<file path="src/hdl/sru_pkg.sv">
// status reporting unit constants: bit positions, masks, command codes
// assumes one system clock; numbers mirror the instrument status model
package sru_pkg;

    // ==================================================================
    // status byte bit positions
    localparam int SB_QUES_BIT = 3;
    localparam int SB_MAV_BIT  = 4;
    localparam int SB_ESB_BIT  = 5;
    localparam int SB_RQS_BIT  = 6;
    localparam int SB_OPER_BIT = 7;

    // ==================================================================
    // operation condition bits
    localparam int OP_SETTLE_BIT  = 1;
    localparam int OP_RANGE_BIT   = 2;
    localparam int OP_MEAS_BIT    = 4;
    localparam int OP_PROC_BIT    = 9;
    localparam int OP_HCOPY_BIT   = 10;
    localparam int OP_AVG_BIT     = 11;
    localparam logic [15:0] OP_USED_MASK = 16'h0E16;

    // ==================================================================
    // signal quality condition bits
    localparam int QS_POWER_BIT  = 3;
    localparam int QS_MAXSIG_BIT = 9;
    localparam int QS_DRIFT_BIT  = 10;
    localparam int QS_DELTA_BIT  = 11;
    localparam int QS_WARN_BIT   = 14;
    localparam logic [15:0] QS_USED_MASK = 16'h4E08;

    // ==================================================================
    // status byte: bits 0..2 unused, bit 6 never taken from the enable
    localparam logic [7:0] SB_ENA_MASK = 8'hBF;
    localparam logic [7:0] RST_BYTE    = 8'h00;
    localparam logic [15:0] RST_WORD   = 16'h0000;

    // ==================================================================
    // command codes on cmd_i
    localparam logic [3:0] CMD_NONE     = 4'h0;
    localparam logic [3:0] CMD_SPOLL    = 4'h1;
    localparam logic [3:0] CMD_STB_Q    = 4'h2;
    localparam logic [3:0] CMD_ESR_Q    = 4'h3;
    localparam logic [3:0] CMD_SRE_W    = 4'h4;
    localparam logic [3:0] CMD_SRE_Q    = 4'h5;
    localparam logic [3:0] CMD_ESE_W    = 4'h6;
    localparam logic [3:0] CMD_ESE_Q    = 4'h7;
    localparam logic [3:0] CMD_CLS      = 4'h8;
    localparam logic [3:0] CMD_OPER_EV  = 4'h9;
    localparam logic [3:0] CMD_OPER_CON = 4'hA;
    localparam logic [3:0] CMD_QUES_EV  = 4'hB;
    localparam logic [3:0] CMD_QUES_CON = 4'hC;
    localparam logic [3:0] CMD_SEL_W    = 4'hD;

    // select codes for CMD_SEL_W (target in wdata_i[19:16])
    localparam logic [3:0] SEL_OP_ENA  = 4'h0;
    localparam logic [3:0] SEL_OP_PTR  = 4'h1;
    localparam logic [3:0] SEL_OP_NTR  = 4'h2;
    localparam logic [3:0] SEL_QS_ENA  = 4'h3;
    localparam logic [3:0] SEL_QS_PTR  = 4'h4;
    localparam logic [3:0] SEL_QS_NTR  = 4'h5;

    // reset transition filters: positive only
    localparam logic [15:0] PTR_RST = 16'hFFFF;
    localparam logic [15:0] NTR_RST = 16'h0000;

endpackage

</file>
<file path="src/hdl/sru_tfilt.sv">
// transition filter and event latch for one 16-bit condition register
// assumes conditions already synchronous to clk_i
`timescale 1ns/10ps
module sru_tfilt
    import sru_pkg::*;
#(
    parameter logic [15:0] USED = 16'hFFFF
) (
    // clock and reset
    input  wire logic        clk_i,
    input  wire logic        rst_n_i,
    // condition and filters
    input  wire logic [15:0] cond_i,
    input  wire logic [15:0] ptr_i,
    input  wire logic [15:0] ntr_i,
    // event read-and-clear, full clear
    input  wire logic        rd_clr_i,
    input  wire logic        clr_i,
    // latched events
    output logic      [15:0] event_o
);

    typedef struct packed {
        logic [15:0] prev;
        logic [15:0] ev;
    } srutf_s;

    srutf_s s_q;
    srutf_s s_d;
    logic [15:0] hit;

    // ==================================================================
    // edge detection
    always_comb begin
        hit = ((cond_i & ~s_q.prev & ptr_i)
            | (~cond_i & s_q.prev & ntr_i)) & USED;
        s_d      = s_q;
        s_d.prev = cond_i & USED;
        // new event wins over a simultaneous clear
        if (rd_clr_i || clr_i) begin
            s_d.ev = hit;
        end else begin
            s_d.ev = s_q.ev | hit;
        end
    end

    always_ff @(posedge clk_i or negedge rst_n_i) begin
        if (!rst_n_i) begin
            s_q <= '0;
        end else begin
            s_q <= s_d;
        end
    end

    assign event_o = s_q.ev;

endmodule

</file>
<file path="src/hdl/sru_top.sv">
// status reporting unit: status byte, standard event, operation and
// signal quality registers with masks and service request
// assumes a bus front end decodes commands into one-cycle cmd_i pulses
`timescale 1ns/10ps
module sru_top
    import sru_pkg::*;
(
    // clock and reset
    input  wire logic        clk_i,
    input  wire logic        rst_n_i,
    // command port
    input  wire logic [3:0]  cmd_i,
    input  wire logic [19:0] wdata_i,
    output logic      [15:0] rdata_o,
    output logic             rvalid_o,
    // operation conditions
    input  wire logic        motor_positioning_flag_i,
    input  wire logic        ranging_i,
    input  wire logic        measuring_i,
    input  wire logic        processing_i,
    input  wire logic        printing_i,
    input  wire logic        averaging_i,
    // signal quality conditions
    input  wire logic        power_high_i,
    input  wire logic        max_signals_i,
    input  wire logic        drift_ref_i,
    input  wire logic        no_delta_ref_i,
    input  wire logic        cmd_warning_i,
    // standard event pulses, bit order opc..pon
    input  wire logic [7:0]  std_event_i,
    // queues
    input  wire logic        out_q_avail_i,
    output logic             err_q_clr_o,
    output logic             opc_req_clr_o,
    // service request
    output logic             srq_o
);

    typedef struct packed {
        logic [1:0][15:0] meta;
        logic [15:0] op_sync;
        logic [15:0] qs_sync;
        logic [7:0]  sre;
        logic [7:0]  ese;
        logic [7:0]  esr;
        logic [15:0] op_ena;
        logic [15:0] op_ptr;
        logic [15:0] op_ntr;
        logic [15:0] qs_ena;
        logic [15:0] qs_ptr;
        logic [15:0] qs_ntr;
        logic        rqs;
        logic        mss_q;
        logic [15:0] rdata;
        logic        rvalid;
        logic        err_clr;
        logic        opc_clr;
    } sru_s;

    sru_s s_q;
    sru_s s_d;

    logic [15:0] op_raw;
    logic [15:0] qs_raw;
    logic [15:0] op_ev;
    logic [15:0] qs_ev;
    logic        op_rd;
    logic        qs_rd;
    logic        cls;
    logic [7:0]  sb;
    logic        mss;

    // ==================================================================
    // condition assembly, unused positions tied low
    always_comb begin
        op_raw = RST_WORD;
        op_raw[OP_SETTLE_BIT] = motor_positioning_flag_i;
        op_raw[OP_RANGE_BIT]  = ranging_i;
        op_raw[OP_MEAS_BIT]   = measuring_i;
        op_raw[OP_PROC_BIT]   = processing_i;
        op_raw[OP_HCOPY_BIT]  = printing_i;
        op_raw[OP_AVG_BIT]    = averaging_i;
        qs_raw = RST_WORD;
        qs_raw[QS_POWER_BIT]  = power_high_i;
        qs_raw[QS_MAXSIG_BIT] = max_signals_i;
        qs_raw[QS_DRIFT_BIT]  = drift_ref_i;
        qs_raw[QS_DELTA_BIT]  = no_delta_ref_i;
        qs_raw[QS_WARN_BIT]   = cmd_warning_i;
    end

    assign cls   = (cmd_i == CMD_CLS);
    assign op_rd = (cmd_i == CMD_OPER_EV);
    assign qs_rd = (cmd_i == CMD_QUES_EV);

    // ==================================================================
    // transition filters
    sru_tfilt #(
        .USED    (OP_USED_MASK)
    ) u_op_filt (
        .clk_i   (clk_i),
        .rst_n_i (rst_n_i),
        .cond_i  (s_q.op_sync),
        .ptr_i   (s_q.op_ptr),
        .ntr_i   (s_q.op_ntr),
        .rd_clr_i(op_rd),
        .clr_i   (cls),
        .event_o (op_ev)
    );

    sru_tfilt #(
        .USED    (QS_USED_MASK)
    ) u_qs_filt (
        .clk_i   (clk_i),
        .rst_n_i (rst_n_i),
        .cond_i  (s_q.qs_sync),
        .ptr_i   (s_q.qs_ptr),
        .ntr_i   (s_q.qs_ntr),
        .rd_clr_i(qs_rd),
        .clr_i   (cls),
        .event_o (qs_ev)
    );

    // ==================================================================
    // status byte: live summaries, unregistered so reads see the present
    always_comb begin
        sb = RST_BYTE;
        sb[SB_QUES_BIT] = |(qs_ev & s_q.qs_ena);
        sb[SB_MAV_BIT]  = out_q_avail_i;
        sb[SB_ESB_BIT]  = |(s_q.esr & s_q.ese);
        sb[SB_OPER_BIT] = |(op_ev & s_q.op_ena);
        mss = |(sb & s_q.sre & SB_ENA_MASK);
    end

    // ==================================================================
    // command handling and state update
    always_comb begin
        s_d         = s_q;
        s_d.meta[0] = op_raw;
        s_d.meta[1] = qs_raw;
        // conditions come from outside logic: two flops before use
        s_d.op_sync = s_q.meta[0];
        s_d.qs_sync = s_q.meta[1];
        s_d.rvalid  = 1'b0;
        s_d.err_clr = 1'b0;
        s_d.opc_clr = 1'b0;
        s_d.mss_q   = mss;
        // request raised on rising master summary
        if (mss && !s_q.mss_q) begin
            s_d.rqs = 1'b1;
        end
        if (!mss) begin
            s_d.rqs = 1'b0;
        end
        s_d.esr = s_q.esr | std_event_i;
        case (cmd_i)
            CMD_SPOLL: begin
                s_d.rdata  = {8'h00, sb | ({7'h00, s_q.rqs} << SB_RQS_BIT)};
                s_d.rvalid = 1'b1;
                // a request rising in the poll cycle stays pending, else it is lost
                s_d.rqs    = mss && !s_q.mss_q;
            end
            CMD_STB_Q: begin
                s_d.rdata  = {8'h00, sb | ({7'h00, mss} << SB_RQS_BIT)};
                s_d.rvalid = 1'b1;
            end
            CMD_ESR_Q: begin
                s_d.rdata  = {8'h00, s_q.esr};
                s_d.rvalid = 1'b1;
                s_d.esr    = std_event_i;
            end
            CMD_SRE_W: begin
                s_d.sre = wdata_i[7:0] & SB_ENA_MASK;
            end
            CMD_SRE_Q: begin
                s_d.rdata  = {8'h00, s_q.sre};
                s_d.rvalid = 1'b1;
            end
            CMD_ESE_W: begin
                s_d.ese = wdata_i[7:0];
            end
            CMD_ESE_Q: begin
                s_d.rdata  = {8'h00, s_q.ese};
                s_d.rvalid = 1'b1;
            end
            CMD_CLS: begin
                s_d.esr     = std_event_i;
                s_d.err_clr = 1'b1;
                s_d.opc_clr = 1'b1;
            end
            CMD_OPER_EV: begin
                s_d.rdata  = op_ev;
                s_d.rvalid = 1'b1;
            end
            CMD_OPER_CON: begin
                s_d.rdata  = s_q.op_sync;
                s_d.rvalid = 1'b1;
            end
            CMD_QUES_EV: begin
                s_d.rdata  = qs_ev;
                s_d.rvalid = 1'b1;
            end
            CMD_QUES_CON: begin
                s_d.rdata  = s_q.qs_sync;
                s_d.rvalid = 1'b1;
            end
            CMD_SEL_W: begin
                case (wdata_i[19:16])
                    SEL_OP_ENA: s_d.op_ena = wdata_i[15:0] & OP_USED_MASK;
                    SEL_OP_PTR: s_d.op_ptr = wdata_i[15:0];
                    SEL_OP_NTR: s_d.op_ntr = wdata_i[15:0];
                    SEL_QS_ENA: s_d.qs_ena = wdata_i[15:0] & QS_USED_MASK;
                    SEL_QS_PTR: s_d.qs_ptr = wdata_i[15:0];
                    SEL_QS_NTR: s_d.qs_ntr = wdata_i[15:0];
                    default:    s_d.op_ena = s_q.op_ena;
                endcase
            end
            default: begin
                s_d.rvalid = 1'b0;
            end
        endcase
    end

    always_ff @(posedge clk_i or negedge rst_n_i) begin
        if (!rst_n_i) begin
            s_q        <= '0;
            s_q.op_ptr <= PTR_RST;
            s_q.qs_ptr <= PTR_RST;
            s_q.op_ntr <= NTR_RST;
            s_q.qs_ntr <= NTR_RST;
        end else begin
            s_q <= s_d;
        end
    end

    assign rdata_o       = s_q.rdata;
    assign rvalid_o      = s_q.rvalid;
    assign err_q_clr_o   = s_q.err_clr;
    assign opc_req_clr_o = s_q.opc_clr;
    assign srq_o         = s_q.rqs;

    // ==================================================================
    // checks
    property p_spoll_clr;
        @(posedge clk_i) disable iff (!rst_n_i)
        (cmd_i == CMD_SPOLL) |=> rvalid_o && (!srq_o || $past(mss && !s_q.mss_q));
    endproperty
    a_spoll_clr: assert property (p_spoll_clr) else $error("poll left request");

    property p_stb_keep;
        @(posedge clk_i) disable iff (!rst_n_i)
        (cmd_i == CMD_STB_Q) && srq_o && mss |=> srq_o && rdata_o[SB_RQS_BIT];
    endproperty
    a_stb_keep: assert property (p_stb_keep) else $error("query changed request");

    property p_esr_clr;
        @(posedge clk_i) disable iff (!rst_n_i)
        (cmd_i == CMD_ESR_Q) && (std_event_i == 8'h00) |=> (s_q.esr == 8'h00);
    endproperty
    a_esr_clr: assert property (p_esr_clr) else $error("event reg not cleared");

    property p_esr_set;
        @(posedge clk_i) disable iff (!rst_n_i)
        (std_event_i != 8'h00) |=> ((s_q.esr & $past(std_event_i)) == $past(std_event_i));
    endproperty
    a_esr_set: assert property (p_esr_set) else $error("event lost");

    property p_esb;
        @(posedge clk_i) disable iff (!rst_n_i)
        (cmd_i == CMD_STB_Q) |=> rdata_o[SB_ESB_BIT] == $past(|(s_q.esr & s_q.ese));
    endproperty
    a_esb: assert property (p_esb) else $error("summary bit wrong");

    property p_mav;
        @(posedge clk_i) disable iff (!rst_n_i)
        (cmd_i == CMD_STB_Q) |=> rdata_o[SB_MAV_BIT] == $past(out_q_avail_i);
    endproperty
    a_mav: assert property (p_mav) else $error("message bit wrong");

    property p_unused;
        @(posedge clk_i) disable iff (!rst_n_i)
        ((op_ev & ~OP_USED_MASK) == 16'h0000) && ((qs_ev & ~QS_USED_MASK) == 16'h0000);
    endproperty
    a_unused: assert property (p_unused) else $error("unused bit set");

    property p_settle_pos;
        @(posedge clk_i) disable iff (!rst_n_i)
        $rose(s_q.op_sync[OP_SETTLE_BIT]) && s_q.op_ptr[OP_SETTLE_BIT]
            |=> op_ev[OP_SETTLE_BIT];
    endproperty
    a_settle_pos: assert property (p_settle_pos) else $error("no rising event");

    property p_delta_neg;
        @(posedge clk_i) disable iff (!rst_n_i)
        $fell(s_q.qs_sync[QS_DELTA_BIT]) && s_q.qs_ntr[QS_DELTA_BIT]
            |=> qs_ev[QS_DELTA_BIT];
    endproperty
    a_delta_neg: assert property (p_delta_neg) else $error("no falling event");

    property p_cls;
        @(posedge clk_i) disable iff (!rst_n_i)
        cls |=> err_q_clr_o && opc_req_clr_o;
    endproperty
    a_cls: assert property (p_cls) else $error("clear status incomplete");

    property p_srq_rise;
        @(posedge clk_i) disable iff (!rst_n_i)
        mss && !s_q.mss_q |=> srq_o;
    endproperty
    a_srq_rise: assert property (p_srq_rise) else $error("request not raised");

    property p_srq_drop;
        @(posedge clk_i) disable iff (!rst_n_i)
        !mss |=> !srq_o;
    endproperty
    a_srq_drop: assert property (p_srq_drop) else $error("request without summary");

    c_spoll: cover property (@(posedge clk_i) srq_o ##1 (cmd_i == CMD_SPOLL));
    c_stb:   cover property (@(posedge clk_i) (cmd_i == CMD_STB_Q) && srq_o);
    c_neg:   cover property (@(posedge clk_i) $fell(s_q.qs_sync[QS_DELTA_BIT]) && s_q.qs_ntr[QS_DELTA_BIT]);
    c_esr:   cover property (@(posedge clk_i) (cmd_i == CMD_ESR_Q) && (s_q.esr != 8'h00));
    c_oper:  cover property (@(posedge clk_i) sb[SB_OPER_BIT]);

endmodule

</file>
<file path="config.mk">
export PLATFORM = sky130hd
export DESIGN_NAME = sru_top
export DESIGN_NICKNAME = d
export VERILOG_FILES = /design/src/hdl/sru_pkg.sv /design/src/hdl/sru_tfilt.sv /design/src/hdl/sru_top.sv
export SDC_FILE = /design/constraint.sdc
export NUM_CORES = 1
export LEC_CHECK = 0
export BUFFER_PORTS_ARGS = -buffer_cell sky130_fd_sc_hd__buf_2
export CAP_MARGIN = 20
export CORE_ASPECT_RATIO = 0.9
export CORE_UTILIZATION = 35
export DETAILED_ROUTE_END_ITERATION = 12
export GPL_ROUTABILITY_DRIVEN = 0
export PLACE_DENSITY = 0.58
export SETUP_SLACK_MARGIN = 0.15
export SLEW_MARGIN = 10
export SYNTH_ARGS = -nofsm -noshare
export SYNTH_HDL_FRONTEND = slang
export SYNTH_SLANG_ARGS = --single-unit
</file>
<file path="constraint.sdc">
create_clock -name clk_i -period 3 [get_ports clk_i]
set_input_delay 0.6 -clock clk_i [delete_from_list [all_inputs] [get_ports clk_i]]
set_output_delay 0.6 -clock clk_i [all_outputs]
set_load 0.01 [all_outputs]
</file>
==> flow_metrics.py <==
metrics = {
    "synth": {
        "synth_top_area_share_pct": 53.41,
        "muxShareOfSynthArea_pct": 12.80,
        "synth-main-ff-cell": "dfrtp_1",
        "ys_top_cells_by_count": "dfrtp_1, nand2_1, a22oi_1, mux2_2, buf_4",
        "synth_top_family_by_area": "multiplexers",
        "async_reset_ff_share_pct": 100.0,
        "yosysWarnings": 0,
        "synthMostInstantiatedCell": "dfrtp_1",
        "synth_top_area_cell": "dfrtp_1",
        "synthCells": 377,
        "synth_simple_gate_area_share_pct": 9.851,
        "synth_seq_cells": 117,
        "synth_edf_count": 0,
        "synth_area_leaders": "dfrtp_1, dfstp_2, mux2_2",
        "synthDistinctLibCells": 51,
        "seq_area_frac_synth_pct": 59.23,
        "synth_xor_area_share_pct": 0,
        "synth_nets": 423,
        "synth_compound_area_share_pct": 12.75,
        "syn-cell-area_um2": 4966,
        "syn_area_per_cell_um2": 13.17,
        "synth_fa_ha_area_share_pct": 0,
    },
    "floorplanning": {
        "core-area_um2": 13610,
        "start_util_pct": 36.48,
        "fp-row-count": 40,
        "die_x_um": 127.6,
        "boundaryPins": 66,
        "die_y_um": 115.0,
        "dieArea_um2": 14670,
    },
    "critical_path": {
        "end_kind": "register",
        "crit_slowest_cell": "and3b_1",
        "critPathBufInv": 1,
        "critical_path_arrival_ns": 2.28,
        "critical_path_class": "in2reg",
        "path_delay_family": "simple AND/OR/NAND/NOR gates",
        "slowest_delay_ns": 0.50,
        "cp_cell_sequence": "buf_2 -> nand2_1 -> nor4_4 -> and3b_1 -> mux2_4",
        "crit_required_ns": 3.29,
        "cp_max_fo": 19,
        "start_kind": "input port",
    },
    "clock_network": {
        "clockRootBuffer": "clkbuf_16",
        "cts_hold_buf": 0,
        "ctsResizeCount": 0,
        "cts_tree": "yes",
        "cts_made_buffers": 17,
        "clk_latency_ns": 0.41,
        "clock_sinks": 117,
        "clk_pin_slew_ns": 0.05,
        "cts_max_level": 4,
        "postCtsSetupBuffers": 0,
        "cts.path.max_buffers": 2,
    },
    "power": {
        "ir_drop_mv": 0.4166,
        "p_per_area_nw_per_um2": 739.2,
        "p_leak_nw": 2.678,
    },
    "grt": {
        "grt_util_all_layers_pct": 16.63,
        "grt_pass1_wl_mm": 18.07,
        "grt_pass1_vias": 3242,
        "grt_max_degree": 95,
        "gr-total-overflow": 0,
        "antenna_found_initial": 0,
    },
    "sta": {
        "fmax_mhz": 502.6,
        "timing.final.crit_share_pct": 66.33,
        "worstMarginPinSlew_ns": 0.6045,
        "maxSlewViolCount": 0,
        "final.setup.tns_ns": 0,
        "relSlewSlack_pct": 59.70,
        "layout_min_cycle_time_ns": 1.990,
        "hold_viol": 0,
        "setup_viol": 0,
        "grt_setup_unrepaired": "no",
        "clock_skew_ns": 0.006839,
    },
    "cells_and_area": {
        "nFillCells": 1280,
        "drive_gt1_share_pct": 33.79,
        "nets": 474,
        "diodes": 0,
        "areaGrowthSynthToFinish_pct": 19.73,
        "final_util_pct": 43.68,
    },
    "hold_path": {
        "hold_class": "in2async",
    },
    "route": {
        "routed_wl_mm": 11.01,
        "ant_nets": 0,
        "drc": 0,
        "drtPass1Iterations": 4,
        "viasPerCell": 5.076,
        "initialDrtViolationCount": 216,
        "vias": 3198,
        "post_drt_wl_per_cell_um": 17.48,
    },
    "run_status": {
        "outcome": "finished clean",
    },
    "placement": {
        "post-dp-hpwl_mm": 7.525,
        "io_buffers": 61,
    },
    "flow_run": {
        "cap_violations": 0,
    },
}
where the power goes:
group,switching (mW),internal [mW]
logic,0.211,0.197
registers,0.122,1.75
clock network,0.754,1.36
total,1.09,3.31
cell type report:
type / instances / area [um^2] / share of cell area, %
Sequential cell: 117 / 2942 / 49.47
Multi-Input combinational cell: 219 / 1758 / 29.57
Clock buffer: 19 / 452.9 / 7.618
Timing Repair Buffer: 66 / 357.8 / 6.019
Tap cell: 189 / 236.5 / 3.977
Clock inverter: 13 / 172.7 / 2.904
Inverter: 7 / 26.28 / 0.4419
logic make-up after synthesis:
family / after synthesis
and+or+nand+nor: 84
DFF: 117
buffers and inverters: 41
muxes: 53
AOI/OAI and AO/OA: 82
path summary, 6_finish.rpt:
check	start	cells after the start	slack (ns)	end
worst max-delay path	cmd_i[2]	5	1.01	s_q[78]
worst min-delay path	rst_n_i	1	0.1	err_q_clr_o
worst max register to register	u_qs_filt.event_o[14]	4	1.28	rdata_o[6]
worst min register to register	s_d[144]	0	0.35	s_q[144]
max in group asynchronous	rst_n_i	2	2.09	s_q[89]
min in group clk_i	no_delta_ref_i	1	0.29	s_d[152]
cell usage in the layout, fill, tap and decap left out, drive strengths merged, types with 11 or more instances in the layout:
cell,instances
nand3b,12
clkbuf,19
dfrtp,106
dfstp,11
nand2,34
buf,66
o211ai,11
mux2,48
a22oi,20
worst register-to-register path, cell delays in order, from the launching register on:
cell,delay [ns]
dfrtp_1,0.41
a222oi_1,0.45
a21oi_1,0.18
a2111oi_2,0.38
a22oi_1,0.16
through the flow:
| stage | hold slack, ns | std cells | instance area (um^2) | worst slack [ns] | power, mW |
|---|---|---|---|---|---|
| floorplan | 0.3044 | 377 | 4966 | 1.148 | 2.141 |
| global placement | 0.3312 | 598 | 5320 | 0.6414 | 2.291 |
| detailed placement | 0.3347 | 598 | 5320 | 0.5950 | 2.307 |
| CTS | 0.09465 | 630 | 5946 | 1.027 | 4.440 |
| global route | 0.1068 | 630 | 5946 | 0.9333 | 4.588 |
| finish | 0.09752 | 630 | 5946 | 1.010 | 4.395 |
flip-flops by register name (all words and copies together), names as in the netlist:
name               flops
err_q_clr_o            1
rdata_o               13
rvalid_o               1
s_d                   11
s_q                   68
srq_o                  1
u_op_filt.event_o      6
u_op_filt.s_q          6
u_qs_filt.event_o      5
u_qs_filt.s_q          5
metal layers:
| metal | track usage, % | wire (um) | vias up |
|---|---|---|---|
| met5 | 0 | 0 | - |
| met2 | 23.61 | 4836 | 100 |
| li1 | - | - | 1470 |
| met1 | 23.92 | 5423 | 1617 |
| met3 | 4.933 | 651 | 11 |
| met4 | 6.111 | 103 | 0 |
(Power assumes the default switching activity.)
